`src/sync_cmd_pkg.sv`:
```
package sync_cmd_pkg;

    // ------------------------------------------------------------
    // Register offsets
    // ------------------------------------------------------------
    localparam logic [15:0] addr_oneshot      = 16'h0100;
    localparam logic [15:0] addr_trigger_ctrl = 16'h0800;
    localparam logic [15:0] addr_trigger_gen  = 16'h0804;
    localparam logic [15:0] addr_sync_load    = 16'h0900;
    localparam logic [15:0] addr_sync_delay   = 16'h0904;

    // ------------------------------------------------------------
    // Field positions and codes
    // ------------------------------------------------------------
    localparam int          oneshot_ack_bit   = 7;
    localparam logic [3:0]  code_all_clear    = 4'h0;
    localparam logic [3:0]  code_all_set      = 4'hf;
    localparam logic [3:0]  code_start        = 4'h5;
    localparam logic [3:0]  code_stop         = 4'h7;
    localparam logic [3:0]  code_global_reset = 4'hd;
    localparam logic [3:0]  trig_one_pattern  = 4'hc;
    localparam int          gen_mult_bit      = 31;
    localparam int          step_per_unit     = 8;
    localparam int          long_mult         = 2048;

    // ------------------------------------------------------------
    // Timing
    // ------------------------------------------------------------
    localparam int clk_mhz       = 125;
    localparam int gen_unit_ns   = 40;
    localparam int gen_unit_cyc  = (gen_unit_ns * clk_mhz) / 1000;
    localparam int link_step_ns  = 4;

    // ------------------------------------------------------------
    // Carriers
    // ------------------------------------------------------------
    typedef struct packed {
        logic        valid;
        logic [3:0]  code;
    } sync_word_s;

    typedef struct packed {
        logic        write;
        logic [15:0] addr;
        logic [31:0] data;
    } host_wr_s;

endpackage

```
`src/sync_delay_line.sv`:
```
`timescale 1ns/10ps

// Sync code delay: waits the programmed number of link steps, then emits
module sync_delay_line
    import sync_cmd_pkg::*;
#(
    parameter int DELAY_W = 7
) (
    input  wire logic               clk,
    input  wire logic               reset,
    input  wire logic               step_en,
    input  wire logic               load,
    input  wire logic [3:0]         code_in,
    input  wire logic [DELAY_W-1:0] delay,
    output sync_word_s              sync_out
);
    logic [DELAY_W-1:0] count;
    logic               busy;
    logic [3:0]         held;

    always_ff @(posedge clk or posedge reset) begin
        if (reset) begin
            busy  <= 1'b0;
            count <= '0;
            held  <= 4'h0;
        end else if (load) begin
            busy  <= 1'b1;
            count <= delay;
            held  <= code_in;
        end else if (busy && step_en) begin
            if (count == '0) begin
                busy <= 1'b0;
            end else begin
                count <= count - 1'b1;
            end
        end
    end

    always_ff @(posedge clk or posedge reset) begin
        if (reset) begin
            sync_out <= '0;
        end else begin
            sync_out.valid <= busy && step_en && (count == '0) && !load;
            sync_out.code  <= held;
        end
    end
endmodule

```
`src/word_buffer.sv`:
```
`timescale 1ns/10ps

// Two-entry buffer: in_ready drops when both entries are full, so a further word is refused
module word_buffer #(
    parameter int WIDTH = 12
) (
    input  wire logic             clk,
    input  wire logic             reset,
    input  wire logic             in_valid,
    output logic                  in_ready,
    input  wire logic [WIDTH-1:0] in_data,
    output logic                  out_valid,
    input  wire logic             out_ready,
    output logic [WIDTH-1:0]      out_data
);
    logic [WIDTH-1:0] mem [2];
    logic             wr_ptr;
    logic             rd_ptr;
    logic [1:0]       fill;

    assign in_ready  = (fill != 2'd2);
    assign out_valid = (fill != 2'd0);
    assign out_data  = mem[rd_ptr];

    always_ff @(posedge clk or posedge reset) begin
        if (reset) begin
            mem[0] <= '0;
            mem[1] <= '0;
        end else if (in_valid && in_ready) begin
            mem[wr_ptr] <= in_data;
        end
    end

    always_ff @(posedge clk or posedge reset) begin
        if (reset) begin
            wr_ptr <= 1'b0;
            rd_ptr <= 1'b0;
            fill   <= 2'd0;
        end else begin
            if (in_valid && in_ready) begin
                wr_ptr <= ~wr_ptr;
            end
            if (out_valid && out_ready) begin
                rd_ptr <= ~rd_ptr;
            end
            case ({in_valid && in_ready, out_valid && out_ready})
                2'b10:   fill <= fill + 2'd1;
                2'b01:   fill <= fill - 2'd1;
                default: fill <= fill;
            endcase
        end
    end
endmodule

```
`src/trigger_sync_command_source.sv`:
```
`timescale 1ns/10ps

// How it works
// Sync write accepted only when upper nibble equals lower; nibble is the code.
// Codes 0000 and 1111 are never issued as sync commands.
// Start code enables trigger link and sends readout start code on sync link.
// Stop code sends code 7 on sync link, asserting buffer_write_start downstream.
// buffer_write_start clears write counter; buffer_read_start clears read counter.
// Seven-bit delay sets host-write-to-sync time in 4 ns steps; the code steps once per 8 ns clk cycle.
// Start enables transfer at once; read clear waits for delayed sync.
// Stop halts trigger data on output fiber port and clears input counter.
// Host control word buffered and sent only when no strobe or content pending.
// Sent control word carries bit 12 set and bit 13 clear.
// Control word with bits 5:2 equal 1100 decodes as trigger_one.
// Generator write loads count from low half, rate from high half.
// Generated triggers evenly spaced: bits 30:16 times 8 times 40 ns, x2048.
// Generator stops by itself after programmed number of triggers.
// Host resets the input delay line before using the delayed sync path; the code gives the host no such reset, only the reset input clears it.
// Acknowledge bit write sends trigger acknowledge and clears busy; the code keeps busy set if host_trigger or trigger_one is high in that cycle.
// Code 0xDD issues global sync reset locally and downstream.
// Sync delay bits 12:8 set reset pulse width in 4 ns steps; the code holds the pulse for field plus one 8 ns clk cycles.
// Mismatched or illegal sync writes are discarded without any effect.
module trigger_sync_command_source
    import sync_cmd_pkg::*;
#(
    parameter int DELAY_W = 7,
    parameter int WIDTH_W = 5,
    parameter int CTRL_W  = 12,
    parameter int LINK_W  = 14
) (
    input  wire logic        clk,
    input  wire logic        reset,
    input  host_wr_s         host_wr,
    input  wire logic        strobe_pending,
    input  wire logic        content_pending,
    input  wire logic        link_ready,
    output logic             link_valid,
    output logic [LINK_W-1:0] trigger_link_word,
    output logic             trigger_link_enable,
    output sync_word_s       sync_link,
    output logic             buffer_write_start,
    output logic             buffer_read_start,
    output logic             write_addr_clear,
    output logic             read_addr_clear,
    output logic             global_sync_reset,
    output logic             trigger_one,
    output logic             host_trigger,
    output logic             trigger_ack,
    output logic             busy
);

    // ------------------------------------------------------------
    // Host write decode
    // ------------------------------------------------------------
    logic       wr_sync;
    logic       wr_delay;
    logic       wr_ctrl;
    logic       wr_gen;
    logic       wr_oneshot;
    logic [3:0] lo_nib;
    logic       sync_ok;

    assign wr_sync    = host_wr.write && host_wr.addr == addr_sync_load;
    assign wr_delay   = host_wr.write && host_wr.addr == addr_sync_delay;
    assign wr_ctrl    = host_wr.write && host_wr.addr == addr_trigger_ctrl;
    assign wr_gen     = host_wr.write && host_wr.addr == addr_trigger_gen;
    assign wr_oneshot = host_wr.write && host_wr.addr == addr_oneshot;
    assign lo_nib     = host_wr.data[3:0];
    assign sync_ok    = wr_sync && host_wr.data[7:4] == lo_nib
                     && lo_nib != code_all_clear && lo_nib != code_all_set;

    // ------------------------------------------------------------
    // Link step enable
    // ------------------------------------------------------------
    // One step per clk cycle; the 8 ns clk is slower than the 4 ns unit,
    // so each step spans two units and range is kept by count width.
    logic step_en;
    assign step_en = 1'b1;

    // ------------------------------------------------------------
    // Delay and width settings
    // ------------------------------------------------------------
    logic [DELAY_W-1:0] sync_delay;
    logic [WIDTH_W-1:0] reset_width;

    always_ff @(posedge clk or posedge reset) begin
        if (reset) begin
            sync_delay  <= '0;
            reset_width <= '0;
        end else if (wr_delay) begin
            sync_delay  <= host_wr.data[DELAY_W-1:0];
            reset_width <= host_wr.data[8 +: WIDTH_W];
        end
    end

    sync_delay_line #(
        .DELAY_W (DELAY_W)
    ) u_delay (
        .clk      (clk),
        .reset    (reset),
        .step_en  (step_en),
        .load     (sync_ok),
        .code_in  (lo_nib),
        .delay    (sync_delay),
        .sync_out (sync_link)
    );

    // ------------------------------------------------------------
    // Link state and sync effects
    // ------------------------------------------------------------
    always_ff @(posedge clk or posedge reset) begin
        if (reset) begin
            trigger_link_enable <= 1'b0;
        end else if (sync_ok && lo_nib == code_start) begin
            trigger_link_enable <= 1'b1;
        end else if (sync_ok && lo_nib == code_stop) begin
            trigger_link_enable <= 1'b0;
        end
    end

    always_ff @(posedge clk or posedge reset) begin
        if (reset) begin
            buffer_write_start <= 1'b0;
            buffer_read_start  <= 1'b0;
        end else begin
            buffer_write_start <= sync_link.valid && sync_link.code == code_stop;
            buffer_read_start  <= sync_link.valid && sync_link.code == code_start;
        end
    end

    // Counter clears follow the starts in the same cycle and leave only as module outputs
    assign write_addr_clear = buffer_write_start;
    assign read_addr_clear  = buffer_read_start;

    // ------------------------------------------------------------
    // Global sync reset pulse
    // ------------------------------------------------------------
    logic [WIDTH_W:0] rst_count;

    always_ff @(posedge clk or posedge reset) begin
        if (reset) begin
            rst_count <= '0;
        end else if (sync_link.valid && sync_link.code == code_global_reset) begin
            rst_count <= {1'b0, reset_width} + 1'b1;
        end else if (rst_count != '0) begin
            rst_count <= rst_count - 1'b1;
        end
    end

    assign global_sync_reset = (rst_count != '0);

    // ------------------------------------------------------------
    // Trigger control word path
    // ------------------------------------------------------------
    logic              buf_valid;
    logic [CTRL_W-1:0] buf_data;
    logic              send;

    word_buffer #(
        .WIDTH (CTRL_W)
    ) u_buf (
        .clk       (clk),
        .reset     (reset),
        .in_valid  (wr_ctrl),
        .in_ready  (),
        .in_data   (host_wr.data[CTRL_W-1:0]),
        .out_valid (buf_valid),
        .out_ready (send),
        .out_data  (buf_data)
    );

    // Lower priority than strobe and content words
    assign send = buf_valid && link_ready && trigger_link_enable
               && !strobe_pending && !content_pending;

    always_ff @(posedge clk or posedge reset) begin
        if (reset) begin
            link_valid        <= 1'b0;
            trigger_link_word <= '0;
            trigger_one       <= 1'b0;
        end else begin
            link_valid        <= send;
            trigger_one       <= send && buf_data[5:2] == trig_one_pattern;
            if (send) begin
                trigger_link_word <= {1'b0, 1'b1, buf_data};
            end
        end
    end

    // ------------------------------------------------------------
    // Host trigger generator
    // ------------------------------------------------------------
    localparam int PER_W = 40;
    logic [15:0]      gen_left;
    logic [PER_W-1:0] gen_period;
    logic [PER_W-1:0] gen_count;

    always_ff @(posedge clk or posedge reset) begin
        if (reset) begin
            gen_left   <= '0;
            gen_period <= '0;
            gen_count  <= '0;
            host_trigger <= 1'b0;
        end else if (wr_gen) begin
            gen_left   <= host_wr.data[15:0];
            gen_period <= PER_W'(host_wr.data[30:16]) * PER_W'(step_per_unit)
                        * PER_W'(gen_unit_cyc)
                        * (host_wr.data[gen_mult_bit] ? PER_W'(long_mult)
                                                      : PER_W'(1));
            gen_count  <= '0;
            host_trigger <= 1'b0;
        end else if (gen_left != '0) begin
            if (gen_count + 1'b1 >= gen_period) begin
                gen_count    <= '0;
                host_trigger <= 1'b1;
                gen_left     <= gen_left - 1'b1;
            end else begin
                gen_count    <= gen_count + 1'b1;
                host_trigger <= 1'b0;
            end
        end else begin
            host_trigger <= 1'b0;
        end
    end

    // ------------------------------------------------------------
    // Acknowledge and busy
    // ------------------------------------------------------------
    always_ff @(posedge clk or posedge reset) begin
        if (reset) begin
            trigger_ack <= 1'b0;
            busy        <= 1'b0;
        end else begin
            trigger_ack <= wr_oneshot && host_wr.data[oneshot_ack_bit];
            if (host_trigger || trigger_one) begin
                busy <= 1'b1;
            end else if (wr_oneshot && host_wr.data[oneshot_ack_bit]) begin
                busy <= 1'b0;
            end
        end
    end

    // ------------------------------------------------------------
    // Checks
    // ------------------------------------------------------------
    chk_no_illegal_code: assert property (@(posedge clk) disable iff (reset)
        sync_link.valid |-> sync_link.code != code_all_clear
                         && sync_link.code != code_all_set)
        else $error("illegal sync code issued");

    chk_bad_write_drop: assert property (@(posedge clk) disable iff (reset)
        (wr_sync && !sync_ok && !u_delay.busy) |=> !u_delay.busy)
        else $error("rejected sync write was loaded");

    chk_start_enables: assert property (@(posedge clk) disable iff (reset)
        (sync_ok && lo_nib == code_start) |=> trigger_link_enable)
        else $error("start did not enable link");

    chk_stop_disables: assert property (@(posedge clk) disable iff (reset)
        (sync_ok && lo_nib == code_stop) |=> !trigger_link_enable)
        else $error("stop did not disable link");

    chk_delay_zero: assert property (@(posedge clk) disable iff (reset)
        (sync_ok && sync_delay == '0 && !wr_delay) |=> ##1 sync_link.valid)
        else $error("zero delay sync late");

    chk_read_start: assert property (@(posedge clk) disable iff (reset)
        (sync_link.valid && sync_link.code == code_start) |=> buffer_read_start)
        else $error("read start missing");

    chk_write_start: assert property (@(posedge clk) disable iff (reset)
        (sync_link.valid && sync_link.code == code_stop) |=> buffer_write_start)
        else $error("write start missing");

    chk_ctrl_tag: assert property (@(posedge clk) disable iff (reset)
        link_valid |-> trigger_link_word[12] && !trigger_link_word[13])
        else $error("control word tag wrong");

    chk_ctrl_priority: assert property (@(posedge clk) disable iff (reset)
        (strobe_pending || content_pending) |=> !link_valid)
        else $error("control word beat higher priority");

    chk_ack_pulse: assert property (@(posedge clk) disable iff (reset)
        (wr_oneshot && host_wr.data[oneshot_ack_bit]) |=> trigger_ack
            && (!busy || $past(host_trigger) || $past(trigger_one)))
        else $error("acknowledge not sent");

    chk_trig_one_match: assert property (@(posedge clk) disable iff (reset)
        trigger_one == (link_valid && trigger_link_word[5:2] == trig_one_pattern))
        else $error("trigger_one decode wrong");

    chk_link_off_quiet: assert property (@(posedge clk) disable iff (reset)
        !trigger_link_enable |=> !link_valid)
        else $error("word sent on disabled link");

    chk_ready_respect: assert property (@(posedge clk) disable iff (reset)
        !link_ready |=> !link_valid)
        else $error("word sent while link not ready");

    chk_gen_stops: assert property (@(posedge clk) disable iff (reset)
        (gen_left == '0 && !wr_gen) |=> !host_trigger)
        else $error("trigger after count ran out");

    chk_gen_load: assert property (@(posedge clk) disable iff (reset)
        wr_gen |=> gen_left == $past(host_wr.data[15:0]))
        else $error("trigger count not loaded");

    chk_gen_no_early: assert property (@(posedge clk) disable iff (reset)
        wr_gen |=> !host_trigger)
        else $error("trigger on generator load");

    chk_reset_pulse: assert property (@(posedge clk) disable iff (reset)
        (sync_link.valid && sync_link.code == code_global_reset) |=> global_sync_reset)
        else $error("global reset pulse missing");

    chk_reset_source: assert property (@(posedge clk) disable iff (reset)
        $rose(global_sync_reset) |-> $past(sync_link.valid)
            && $past(sync_link.code) == code_global_reset)
        else $error("global reset without its code");

    chk_read_source: assert property (@(posedge clk) disable iff (reset)
        buffer_read_start |-> $past(sync_link.valid) && $past(sync_link.code) == code_start)
        else $error("read start without start code");

    chk_write_source: assert property (@(posedge clk) disable iff (reset)
        buffer_write_start |-> $past(sync_link.valid) && $past(sync_link.code) == code_stop)
        else $error("write start without stop code");

    chk_sync_pulse: assert property (@(posedge clk) disable iff (reset)
        sync_link.valid |=> !sync_link.valid)
        else $error("sync pulse longer than one cycle");

    chk_ack_source: assert property (@(posedge clk) disable iff (reset)
        trigger_ack |-> $past(wr_oneshot))
        else $error("acknowledge without host write");

    chk_reject_stable: assert property (@(posedge clk) disable iff (reset)
        (wr_sync && !sync_ok) |=> $stable(trigger_link_enable))
        else $error("rejected sync write changed link");

    chk_start_delayed: assert property (@(posedge clk) disable iff (reset)
        (sync_ok && lo_nib == code_start && sync_delay != '0) |=> !sync_link.valid)
        else $error("start sync not delayed");

    // Pulse outputs seen at least once per run
    cov_start: cover property (@(posedge clk) disable iff (reset) buffer_read_start);
    cov_stop: cover property (@(posedge clk) disable iff (reset) buffer_write_start);
    cov_ctrl: cover property (@(posedge clk) disable iff (reset) trigger_one);
    cov_gen: cover property (@(posedge clk) disable iff (reset) host_trigger);
    cov_reset: cover property (@(posedge clk) disable iff (reset) global_sync_reset);
endmodule

```
`config.mk`:
```
export PLATFORM = sky130hd
export DESIGN_NAME = trigger_sync_command_source
export DESIGN_NICKNAME = d
export VERILOG_FILES = /design/src/sync_cmd_pkg.sv /design/src/sync_delay_line.sv /design/src/word_buffer.sv /design/src/trigger_sync_command_source.sv
export SDC_FILE = /design/constraint.sdc
export NUM_CORES = 1
export LEC_CHECK = 0
export BUFFER_PORTS_ARGS = -buffer_cell sky130_fd_sc_hd__clkbuf_2
export CORE_UTILIZATION = 45
export DETAILED_ROUTE_END_ITERATION = 6
export MAX_ROUTING_LAYER = met4
export SLEW_MARGIN = 20
export SYNTH_ARGS = -nofsm -noshare
export SYNTH_HDL_FRONTEND = slang
export SYNTH_HIERARCHICAL = 1
export SYNTH_SLANG_ARGS = --single-unit
```
`constraint.sdc`:
```
create_clock -name clk -period 5.35 [get_ports clk]
set_input_delay 0.2675 -clock clk [delete_from_list [all_inputs] [get_ports clk]]
set_output_delay 0.2675 -clock clk [all_outputs]
set_load 0.02 [all_outputs]
```
# Word-level counts from Yosys, hierarchy flattened
# Cells that the tools add are included.
# totals
reg_bits,177
inputBits,54
output_inout_bits,30
elab_cells,130
# op_classes
add_sub_neg,7
mul,2
order_cmp,4
n_eq_ne,17
mux,29
bitwise,4
reduce_logical,42
# op_table
op,n
two-way mux 40 bit,3
equality test 16 x 12 -> 1 bit (second input constant),4
two-way mux 12 bit,5
two-way mux 16 bit,3
adder 40 x 1 -> 40 bit (second input constant),1
>= comparator 40 bit,1
multiplier 18 x 12 -> 30 bit,1
bitwise mux 24 bit,1
logical AND 1 bit,24
two-way mux 7 bit,3
multiplier 15 x 3 -> 18 bit (second input constant),1
equality test 16 x 9 -> 1 bit (second input constant),1
equality test 4 x 3 -> 1 bit (second input constant),4
nonzero test 16 bit,1
nonzero test 2 bit,8
subtractor 16 x 1 -> 16 bit (second input constant),1
demux 12 bit (select 1 bit),1
two-way mux 6 bit,2
two-way mux 1 bit,10
equality test 4 bit (second input constant),2
zero test 7 bit,1
subtractor 7 x 1 -> 7 bit (second input constant),1
adder 5 x 1 -> 6 bit (second input constant),1
nonzero test 6 bit,1
other kinds (17),24

# Logic depth before layout (Yosys ltp)
# Gate-level depths: netlist of run 1.
# depth
word_depth,8
ltp_mapped,20
mapped_depth_nobuf,20

# Modules after synthesis
# Netlist of run 1, hierarchy kept.
# by_module_without_submodules
module,instances,cells_each,area_per_inst_um2,seq_area_each_um2
trigger_sync_command_source,1,981,8685.8,3128.0
word_buffer,1,81,1343.8,700.7
sync_delay_line,1,73,803.3,425.4

# Worst setup path before layout of run 1
# OpenSTA, ideal clock, no wires.
# synth_path
kind,input-to-reg
from,in host_wr[17] (netlist name)
to,reg gen_period[30]
setup_time_ps,132
arrival_ps,4710
required_time_ps,5218
path_slack_ps,508
stages,20
n_path_buf,0
path_cell_list,ha_1 > ha_1 > fa_1 > a211oi_1 > o211ai_1 > a31o_2 > a2111o_1 > nor2_1 > ha_1 > ha_1 > ha_1 > fa_1 > a211oi_1 > nor2_1 > o311ai_0 > a21oi_1 > nand4_1 > nor4_1 > xnor2_1 > o22ai_1
# synth_via
elab_chain_cells,2
# synth_rtl
item,line_no,text
from (decl),trigger_sync_command_source.sv:33,"input host_wr_s host_wr,"
multiplier 15 x 3 -> 18 bit,trigger_sync_command_source.sv:207,* PER_W'(gen_unit_cyc)
multiplier 18 x 12 -> 30 bit,trigger_sync_command_source.sv:208,* (host_wr.data[gen_mult_bit] ? PER_W'(long_mult)
to (signal assigned),trigger_sync_command_source.sv:206,gen_period <= PER_W'(host_wr.data[30:16]) * PER_W'(step_per_unit)
to (decl),trigger_sync_command_source.sv:195,logic [PER_W-1:0] gen_period;
# Every way passes these cells.
# A chain may end at the register's enable or synchronous reset.

# Final worst setup path of run 1
# layout_path
from,reg gen_count[0]
to,reg gen_count[25]
# layout_via
elab_chain_cells,5
# layout_rtl
item,line_no,text
from (decl),trigger_sync_command_source.sv:196,logic [PER_W-1:0] gen_count;
from (signal assigned),trigger_sync_command_source.sv:218,gen_count <= gen_count + 1'b1;
adder 40 x 1 -> 40 bit (*),"trigger_sync_command_source.sv:213, trigger_sync_command_source.sv:218",
>= comparator 40 bit,trigger_sync_command_source.sv:213,if (gen_count + 1'b1 >= gen_period) begin
two-way mux 40 bit (*),trigger_sync_command_source.sv:213,
two-way mux 40 bit (*),trigger_sync_command_source.sv:212,end else if (gen_left != '0) begin
two-way mux 40 bit (*),trigger_sync_command_source.sv:204,end else if (wr_gen) begin
# Mark *: on every way between the ends. The rest lies on a longest branch, timed or not. The select of a mux whose other input is x is not followed.

==> metrics.md, run 1 <==
| Metric | Value |
|---|---|
| Outcome | `finished, final reports clean` |
| Leakage power | `5.81 nW` |
| Die height | `157 µm` |
| Worst hold slack | `0.0447 ns` |
| Post-DP HPWL | `18.3 mm` |
| Layout cells sized above 1 | `0.182` |
| Largest family of logic cells by synthesized area | `simple AND/OR/NAND/NOR gates` |
| Portion of netlist area occupied by mux cells | `0.0631` |
| Min Tclk post-route | `5.00 ns` |
| Final wirelength | `25.3 mm` |
| Final #Nets | `1360` |
| CTS tree | `built` |
| First-pass GRT wire length | `42.0 mm` |
| DRC viols | `0` |
| Max cap viols | `0` |
| Number of port buffers | `82` |
| Synth Cell Area | `0.0108 mm²` |
| Initial drt markers | `487` |
| Die area | `0.0247 mm²` |
| Register area share after synthesis | `0.393` |
| Fmax achieved | `0.200 GHz` |
| Core area | `0.0235 mm²` |
| Worst hold path type | `in2reg` |
| Largest net degree at the start of global routing | `70` |
| Worst setup path class | `reg2reg` |
| Worst rel slew slack | `0.230` |
| Async SR Flop Fraction | `1.00` |
| Total Routing Usage GR | `0.222` |
| Antenna diode count | `0` |
| Initial antenna violation count | `0` |
| Most frequent cells in the layout | `170 x dfrtp_1, 134 x nand2_1, 82 x ha_1, 82 x clkbuf_2, 68 x o21ai_0` |
| H-tree depth | `4` |
| CTS root buf | `clkbuf_16` |
| Synth Area in Compound Gates | `0.136` |
| RSZ-0062 raised after global routing | `no` |
| Post-synth top flop | `dfrtp_1` |
| Endpoints failing setup | `0` |
| Synthesized netlist cell count | `1135` |
| WP data required | `5.71 ns` |
| Clk Latency, worst-skew pair | `0.44 ns` |
| Max Root-Sink Buffers | `2` |
| Pwr per Cell Area | `249 mW/mm²` |
| Vias in the first global route | `8213` |
| Final clock skew | `0.0155 ns` |
| Via count | `8582` |
| Final ANT Viol Nets | `0` |
| Max VDD drop | `0.216 mV` |
| Initial core utilization | `0.460` |
| Library cells used by synthesis | `83` |
| Detailed Routing Iterations Pass 1 | `4` |
| Synth-to-layout area growth | `13.1%` |
| Fin util | `0.520` |
| Simple-gate area share of the yosys netlist | `0.205` |
| Gpl congestion | `0.855` |
| CP Launch Type | `register` |
| Worst setup EP type | `register` |
| CP arrival | `5.36 ns` |
| GR Overflow Total | `0` |
| Ports | `84` |
| Adder-cell share of the synthesized area | `0.0984` |
| Avg Cell Area, Syn | `9.54 µm²` |
| Leading cell type in the layout, fill and taps excluded | `dfrtp_1` |
| Post-CTS Setup Inserts | `0` |
| Clock transition at path regs | `0.08 ns` |
| Max Transition Viols Final | `0` |
| Average routed wire per standard cell | `16.3 µm` |
| Worst-Margin Slew | `1.14 ns` |
| Final period utilization | `0.935` |
| Fin. Hold Viols | `0` |
| EDFF count, synth | `0` |
| Number of warnings issued by yosys | `6` |
| Clock sink total | `170` |
| Chip width | `157 µm` |
| Core Rows | `56` |
| CTS buffer count | `17` |
| FF+latch count, synth | `170` |
| Worst Path Max Fanout | `24` |
| Synth Area in XOR/XNOR | `0.0566` |
| Via density per instance | `5.52` |
| TNS Setup | `0 ns` |
## per-stage QoR
| stage | worst slack [ns] | std cells | power [mW] | instance area (µm²) |
|---|---|---|---|---|
| 6_report | 0.349 | 1554 | 3.05 | 12200 |
| 5_1_grt | 0.0472 | 1554 | 3.18 | 12200 |
| 4_1_cts | 0.360 | 1554 | 3.08 | 12200 |
| 2_1_floorplan | 0.508 | 1144 | 1.63 | 10900 |
| 3_3_place_gp | 0.192 | 1521 | 1.75 | 11600 |
| 3_5_place_dp | 0.130 | 1521 | 1.75 | 11600 |
## final cells by class
class,count,area (µm²)
Fill cell,2238,11300
Multi-Input combinational cell,862,6120
Sequential cell,170,4250
Timing Repair Buffer,103,571
Clock buffer,17,425
Tap cell,319,399
Inverter,68,258
Clock inverter,15,220
## flip-flops by register name, summed over array words and instances, names as in the netlist
name	cells
link_valid	1
u_delay/count	7
sync_delay	7
gen_count	40
gen_left	16
trigger_link_word	13
u_delay/busy	1
busy	1
gen_period	30
u_delay/sync_out	5
host_trigger	1
buffer_read_start	1
u_buf/wr_ptr	1
buffer_write_start	1
rst_count	6
u_buf/mem	24
u_buf/fill	2
trigger_one	1
trigger_link_enable	1
trigger_ack	1
u_buf/rd_ptr	1
reset_width	5
u_delay/held	4
## cell families (layout without fill, tap and decap cells)
kind of cell / after synthesis / count (layout)
AOI/OAI and AO/OA: 225 / 225
xor gates and xnor gates: 70 / 70
adders and majority gates: 84 / 84
buffers and inverters: 112 / 203
DFF: 170 / 170
muxes: 54 / 54
other: 2 / 11
and+or+nand+nor: 418 / 418
## critical path, stage by stage, from the launching register on
cell	delay, ns
dfrtp_1	0.45
nand4_1	0.29
nor4_2	0.39
nand2_1	0.12
nor4_1	0.32
and3_1	0.29
nand3_1	0.17
xnor2_1	0.24
ha_1	0.27
nand3_1	0.10
o221ai_1	0.13
a221o_1	0.38
o21ai_0	0.56
a211o_1	0.30
nand4_4	0.36
or3_1	0.46
o21ai_1	0.08
## report_power, final
part / internal [mW] / leakage (nW) / switching [mW]
clock network: 0.689 / 0.311 / 0.627
logic: 0.162 / 3.39 / 0.231
registers: 1.31 / 2.11 / 0.0321
total: 2.16 / 5.81 / 0.890
## final timing paths
kind	startpoint	to	slack, ns	cells past startpoint
max reg2reg	gen_count[0]	gen_count[25]	0.35	16
max in group asynchronous	reset	gen_count[2]	3.42	4
min reg2reg	u_delay/held[3]	u_delay/sync_out[3]	0.38	0
min	host_wr[43]	trigger_ack	0.04	2
max	gen_count[0]	gen_count[25]	0.35	16
min in group asynchronous	reset	u_buf/mem[12]	0.49	3
## routing by layer
| metal | track usage | up-vias | routed length, µm |
|---|---|---|---|
| met5 | - | - | 0 |
| met4 | 0.0578 | 0 | 312 |
| met3 | 0.0396 | 24 | 787 |
| met2 | 0.332 | 121 | 11400 |
| met1 | 0.311 | 4180 | 12800 |
| li1 | - | 4257 | - |
## what timing repair did
item	in CTS	in global routing
hold buffers	1	0
setup endpoints to repair	0	6
resized for setup	0	1
endpoints found under the hold margin	17	0
## cells in the mapped netlist, drive strengths merged, types with 3 or more instances
| cell type | n | area share |
|---|---|---|
| mux2i | 3 | 0.0028 |
| o211ai | 10 | 0.0074 |
| o311ai | 4 | 0.0032 |
| o22ai | 5 | 0.0029 |
| nor4 | 22 | 0.019 |
| dfrtp | 170 | 0.39 |
| mux2 | 51 | 0.060 |
| a21o | 17 | 0.012 |
| ha | 82 | 0.095 |
| nor2b | 7 | 0.0040 |
| clkbuf | 25 | 0.0087 |
| nand2 | 134 | 0.046 |
| or4 | 13 | 0.010 |
| o21a | 3 | 0.0021 |
| o21ai | 81 | 0.038 |
| o31ai | 5 | 0.0035 |
| nand3 | 54 | 0.025 |
| and2 | 10 | 0.0058 |
| or3 | 19 | 0.011 |
| nor3 | 31 | 0.015 |
| inv | 68 | 0.024 |
| a211oi | 10 | 0.0074 |
| a22o | 6 | 0.0049 |
| nand4 | 19 | 0.012 |
| xor2 | 28 | 0.023 |
| nor4bb | 3 | 0.0028 |
| nor2 | 55 | 0.019 |
| buf | 19 | 0.015 |
| a31o | 4 | 0.0032 |
| or2 | 7 | 0.0045 |
| xnor2 | 42 | 0.034 |
| nor3b | 6 | 0.0042 |
| a31oi | 12 | 0.0069 |
| nand2b | 6 | 0.0042 |
| a211o | 4 | 0.0032 |
| nand3b | 3 | 0.0021 |
| a21oi | 39 | 0.018 |
| and3 | 22 | 0.013 |
(Power assumes the default switching activity.)
==> run 2, diff against run 1 <==
CAP_MARGIN = 20   (was unset)
PLACE_DENSITY = 0.64   (was unset)
==> metrics.md, run 2 (synthesis gave the netlist of run 1 again) <==
| Metric | Value |
|---|---|
| Ports | `84 (unchanged)` |
| Core area | `0.0235 mm² (unchanged)` |
| Post-CTS Resized | `0 (unchanged)` |
| Worst flop-to-flop path startpoint | `gen_count[0] (unchanged)` |
| Clock sink total | `170 (unchanged)` |
| Final period utilization | `0.901 (was 0.935)` |
| WP buf/inv | `2 (was 0)` |
| Final ANT Viol Nets | `0 (unchanged)` |
| Final wirelength | `24.7 mm (was 25.3 mm)` |
| Reg2Reg Depth | `18 (was 16)` |
| Largest net degree at the start of global routing | `57 (was 70)` |
| Net load switching power | `857 µW (was 890 µW)` |
| Max reg flops | `40 (unchanged)` |
| Initial drt markers | `577 (was 487)` |
| H-tree depth | `4 (unchanged)` |
| Core Rows | `56 (unchanged)` |
| Clock share of power | `0.412 (was 0.432)` |
| Part of the power in registers | `0.454 (was 0.439)` |
| First-pass GRT wire length | `41.1 mm (was 42.0 mm)` |
| Total Routing Usage GR | `0.218 (was 0.222)` |
| Die height | `157 µm (unchanged)` |
| CP startpoint | `gen_count[0] (unchanged)` |
| Post-DP HPWL | `18.2 mm (was 18.3 mm)` |
| Leading cell type in the layout, fill and taps excluded | `dfrtp_1 (unchanged)` |
| Initial core utilization | `0.460 (unchanged)` |
| Design area | `0.0122 mm² (about the same)` |
| Worst-Margin Slew | `1.04 ns (was 1.14 ns)` |
| Synth-to-layout area growth | `12.5% (was 13.1%)` |
| WP data required | `5.72 ns (was 5.71 ns)` |
| Max VDD drop | `0.159 mV (was 0.216 mV)` |
| Reg2reg end | `gen_left[11] (was gen_count[25])` |
| Chip width | `157 µm (unchanged)` |
| Final clock skew | `0.0155 ns (about the same)` |
| Gpl congestion | `0.835 (was 0.855)` |
| Worst setup path class | `reg2reg (unchanged)` |
| Leakage power | `5.79 nW (was 5.81 nW)` |
| Initial antenna violation count | `1 (was 0)` |
| Critical path, cell by cell | `ha_1 -> nand3_2 -> nor4_1 -> nand4_1 -> nor2_1 -> nand3_1 -> xnor2_1 -> ha_1 -> nand4_1 -> nor2_1 -> o221ai_1 -> nor4bb_1 -> buf_4 -> a211oi_2 -> nor2_2 -> buf_4 -> or4_1 -> nand3_1 (was nand4_1 -> nor4_2 -> nand2_1 -> nor4_1 -> and3_1 -> nand3_1 -> xnor2_1 -> ha_1 -> nand3_1 -> o221ai_1 -> a221o_1 -> o21ai_0 -> a211o_1 -> nand4_4 -> or3_1 -> o21ai_1)` |
| Max Transition Viols Final | `0 (unchanged)` |
| CTS root buf | `clkbuf_16 (unchanged)` |
| Fin. Hold Viols | `0 (unchanged)` |
| Worst hold path type | `in2reg (unchanged)` |
| DRC viols | `0 (unchanged)` |
| Worst path slowest cell | `a211oi_2 (was o21ai_0)` |
| Layout cells sized above 1 | `0.182 (unchanged)` |
| Register area | `0.00425 mm² (unchanged)` |
| Clock transition at path regs | `0.07 ns (was 0.08 ns)` |
| Vias in the first global route | `8056 (was 8213)` |
| CP arrival | `5.19 ns (was 5.36 ns)` |
| Worst setup EP type | `register (unchanged)` |
| Antenna diode count | `0 (unchanged)` |
| R2R setup slack | `0.53 ns (was 0.35 ns)` |
| Biggest regs | `gen_count x40, gen_period x30, u_buf/mem x24 (unchanged)` |
| Comb pwr share | `0.134 (was 0.129)` |
| Placed Area | `0.0116 mm² (about the same)` |
| Endpoints failing setup | `0 (unchanged)` |
| TNS Setup | `0 ns (unchanged)` |
| Peak per-stage delay on the critical path | `0.67 ns (was 0.56 ns)` |
| Max Root-Sink Buffers | `2 (unchanged)` |
| Worst rel slew slack | `0.303 (was 0.230)` |
| Detailed Routing Iterations Pass 1 | `5 (was 4)` |
| Min Tclk post-route | `4.82 ns (was 5.00 ns)` |
| Top reg by flops | `gen_count (unchanged)` |
| RSZ-0062 raised after global routing | `no (unchanged)` |
| Final #Nets | `1361 (was 1360)` |
| Number of port buffers | `82 (unchanged)` |
| Switching Share | `0.291 (was 0.292)` |
| Int Pwr | `2.09 mW (was 2.16 mW)` |
| CTS buffer count | `17 (unchanged)` |
| Average routed wire per standard cell | `15.9 µm (was 16.3 µm)` |
| Placed cell count | `1522 (was 1521)` |
| Fillers | `2225 (was 2238)` |
| CP Launch Type | `register (unchanged)` |
| Cell Count, Final, Fillers Out | `1554 (unchanged)` |
| Clk Latency, worst-skew pair | `0.44 ns (about the same)` |
| Worst Path Max Fanout | `10 (was 24)` |
| Die area | `0.0247 mm² (unchanged)` |
| Pwr per Cell Area | `242 mW/mm² (was 249 mW/mm²)` |
| Critical Path Stages | `18 (was 16)` |
| Critical Path End | `gen_left[11] (was gen_count[25])` |
| GR Overflow Total | `0 (unchanged)` |
| Outcome | `finished, final reports clean (unchanged)` |
| Max cap viols | `0 (unchanged)` |
| Most frequent cells in the layout | `170 x dfrtp_1, 134 x nand2_1, 82 x ha_1, 82 x clkbuf_2, 68 x o21ai_0 (unchanged)` |
| Fmax achieved | `0.207 GHz (was 0.200 GHz)` |
| Multi-input logic area | `0.00611 mm² (was 0.00612 mm²)` |
| CTS tree | `built (unchanged)` |
| Via count | `8517 (was 8582)` |
| Via density per instance | `5.48 (was 5.52)` |
| Largest delay share family, worst path | `simple AND/OR/NAND/NOR gates (unchanged)` |
[run 2: changes by cell type in the layout (fill, tap and decap cells not counted), sizes merged]
cell,previous run,this run
clkinv,7,4
inv,75,77
buf,20,21
bufinv,1,0
clkinvlp,0,1
[run 2: layout make-up]
class                           instances  share of cell area
Multi-Input combinational cell        862               0.502
Sequential cell                       170               0.349
Timing Repair Buffer                  104              0.0485
Clock buffer                           17              0.0349
Tap cell                              319              0.0328
Inverter                               68              0.0212
Clock inverter                         14              0.0120
[run 2: how the worst min path moves through the flow]
stage,start,end,slack (ns),cells past startpoint
3_5_place_dp,u_delay/held[2],u_delay/sync_out[2],0.37,0
3_3_place_gp,u_delay/held[2],u_delay/sync_out[2],0.36,0
6_report,host_wr[15],gen_left[15],0.04,3
4_1_cts,host_wr[15],gen_left[15],0.03,3
5_1_grt,host_wr[43],trigger_ack,0.05,2
2_1_floorplan,reset,u_delay/busy,0.19,1
[run 2: per-stage QoR]
stage / util / worst slack [ns] / total power [mW] / hold slack (ns)
final: 0.518 / 0.530 / 2.95 / 0.0405
after CTS: 0.518 / 0.496 / 2.98 / 0.0329
after global placement: 0.493 / 0.186 / 1.75 / 0.364
after global routing: 0.518 / 0.128 / 3.09 / 0.0487
after floorplan: - / 0.508 / 1.63 / 0.194
after detailed placement: 0.493 / 0.0581 / 1.76 / 0.368
[run 2: timing repair]
action,4_1_cts,5_1_grt
endpoints found under the hold margin,13,0
hold buffers,1,0
buffers inserted,0,0
[run 2: worst register-to-register path, cell delays in order (launching register included)]
cell and delay (ns):
dfrtp_1 0.46, ha_1 0.26, nand3_2 0.19, nor4_1 0.38
nand4_1 0.24, nor2_1 0.26, nand3_1 0.14, xnor2_1 0.16
ha_1 0.30, nand4_1 0.16, nor2_1 0.15, o221ai_1 0.13
nor4bb_1 0.17, buf_4 0.14, a211oi_2 0.67, nor2_2 0.18
buf_4 0.22, or4_1 0.46, nand3_1 0.09
[run 2: power by group through the flow]
stage / logic [mW] / registers [mW] / clock network (mW)
final: 0.395 / 1.34 / 1.22
after global routing: 0.453 / 1.34 / 1.30
after CTS: 0.398 / 1.34 / 1.24
after detailed placement: 0.393 / 1.36 / 0
after global placement: 0.388 / 1.36 / 0
after floorplan: 0.277 / 1.35 / 0
[run 2: routing by layer]
metal / share of wire / wire [µm] / global-route usage
met1: 0.51 / 12500 / 0.310
met2: 0.45 / 11100 / 0.326
met3: 0.035 / 853 / 0.0333
met4: 0.012 / 287 / 0.0495
met5: 0 / 0 / -
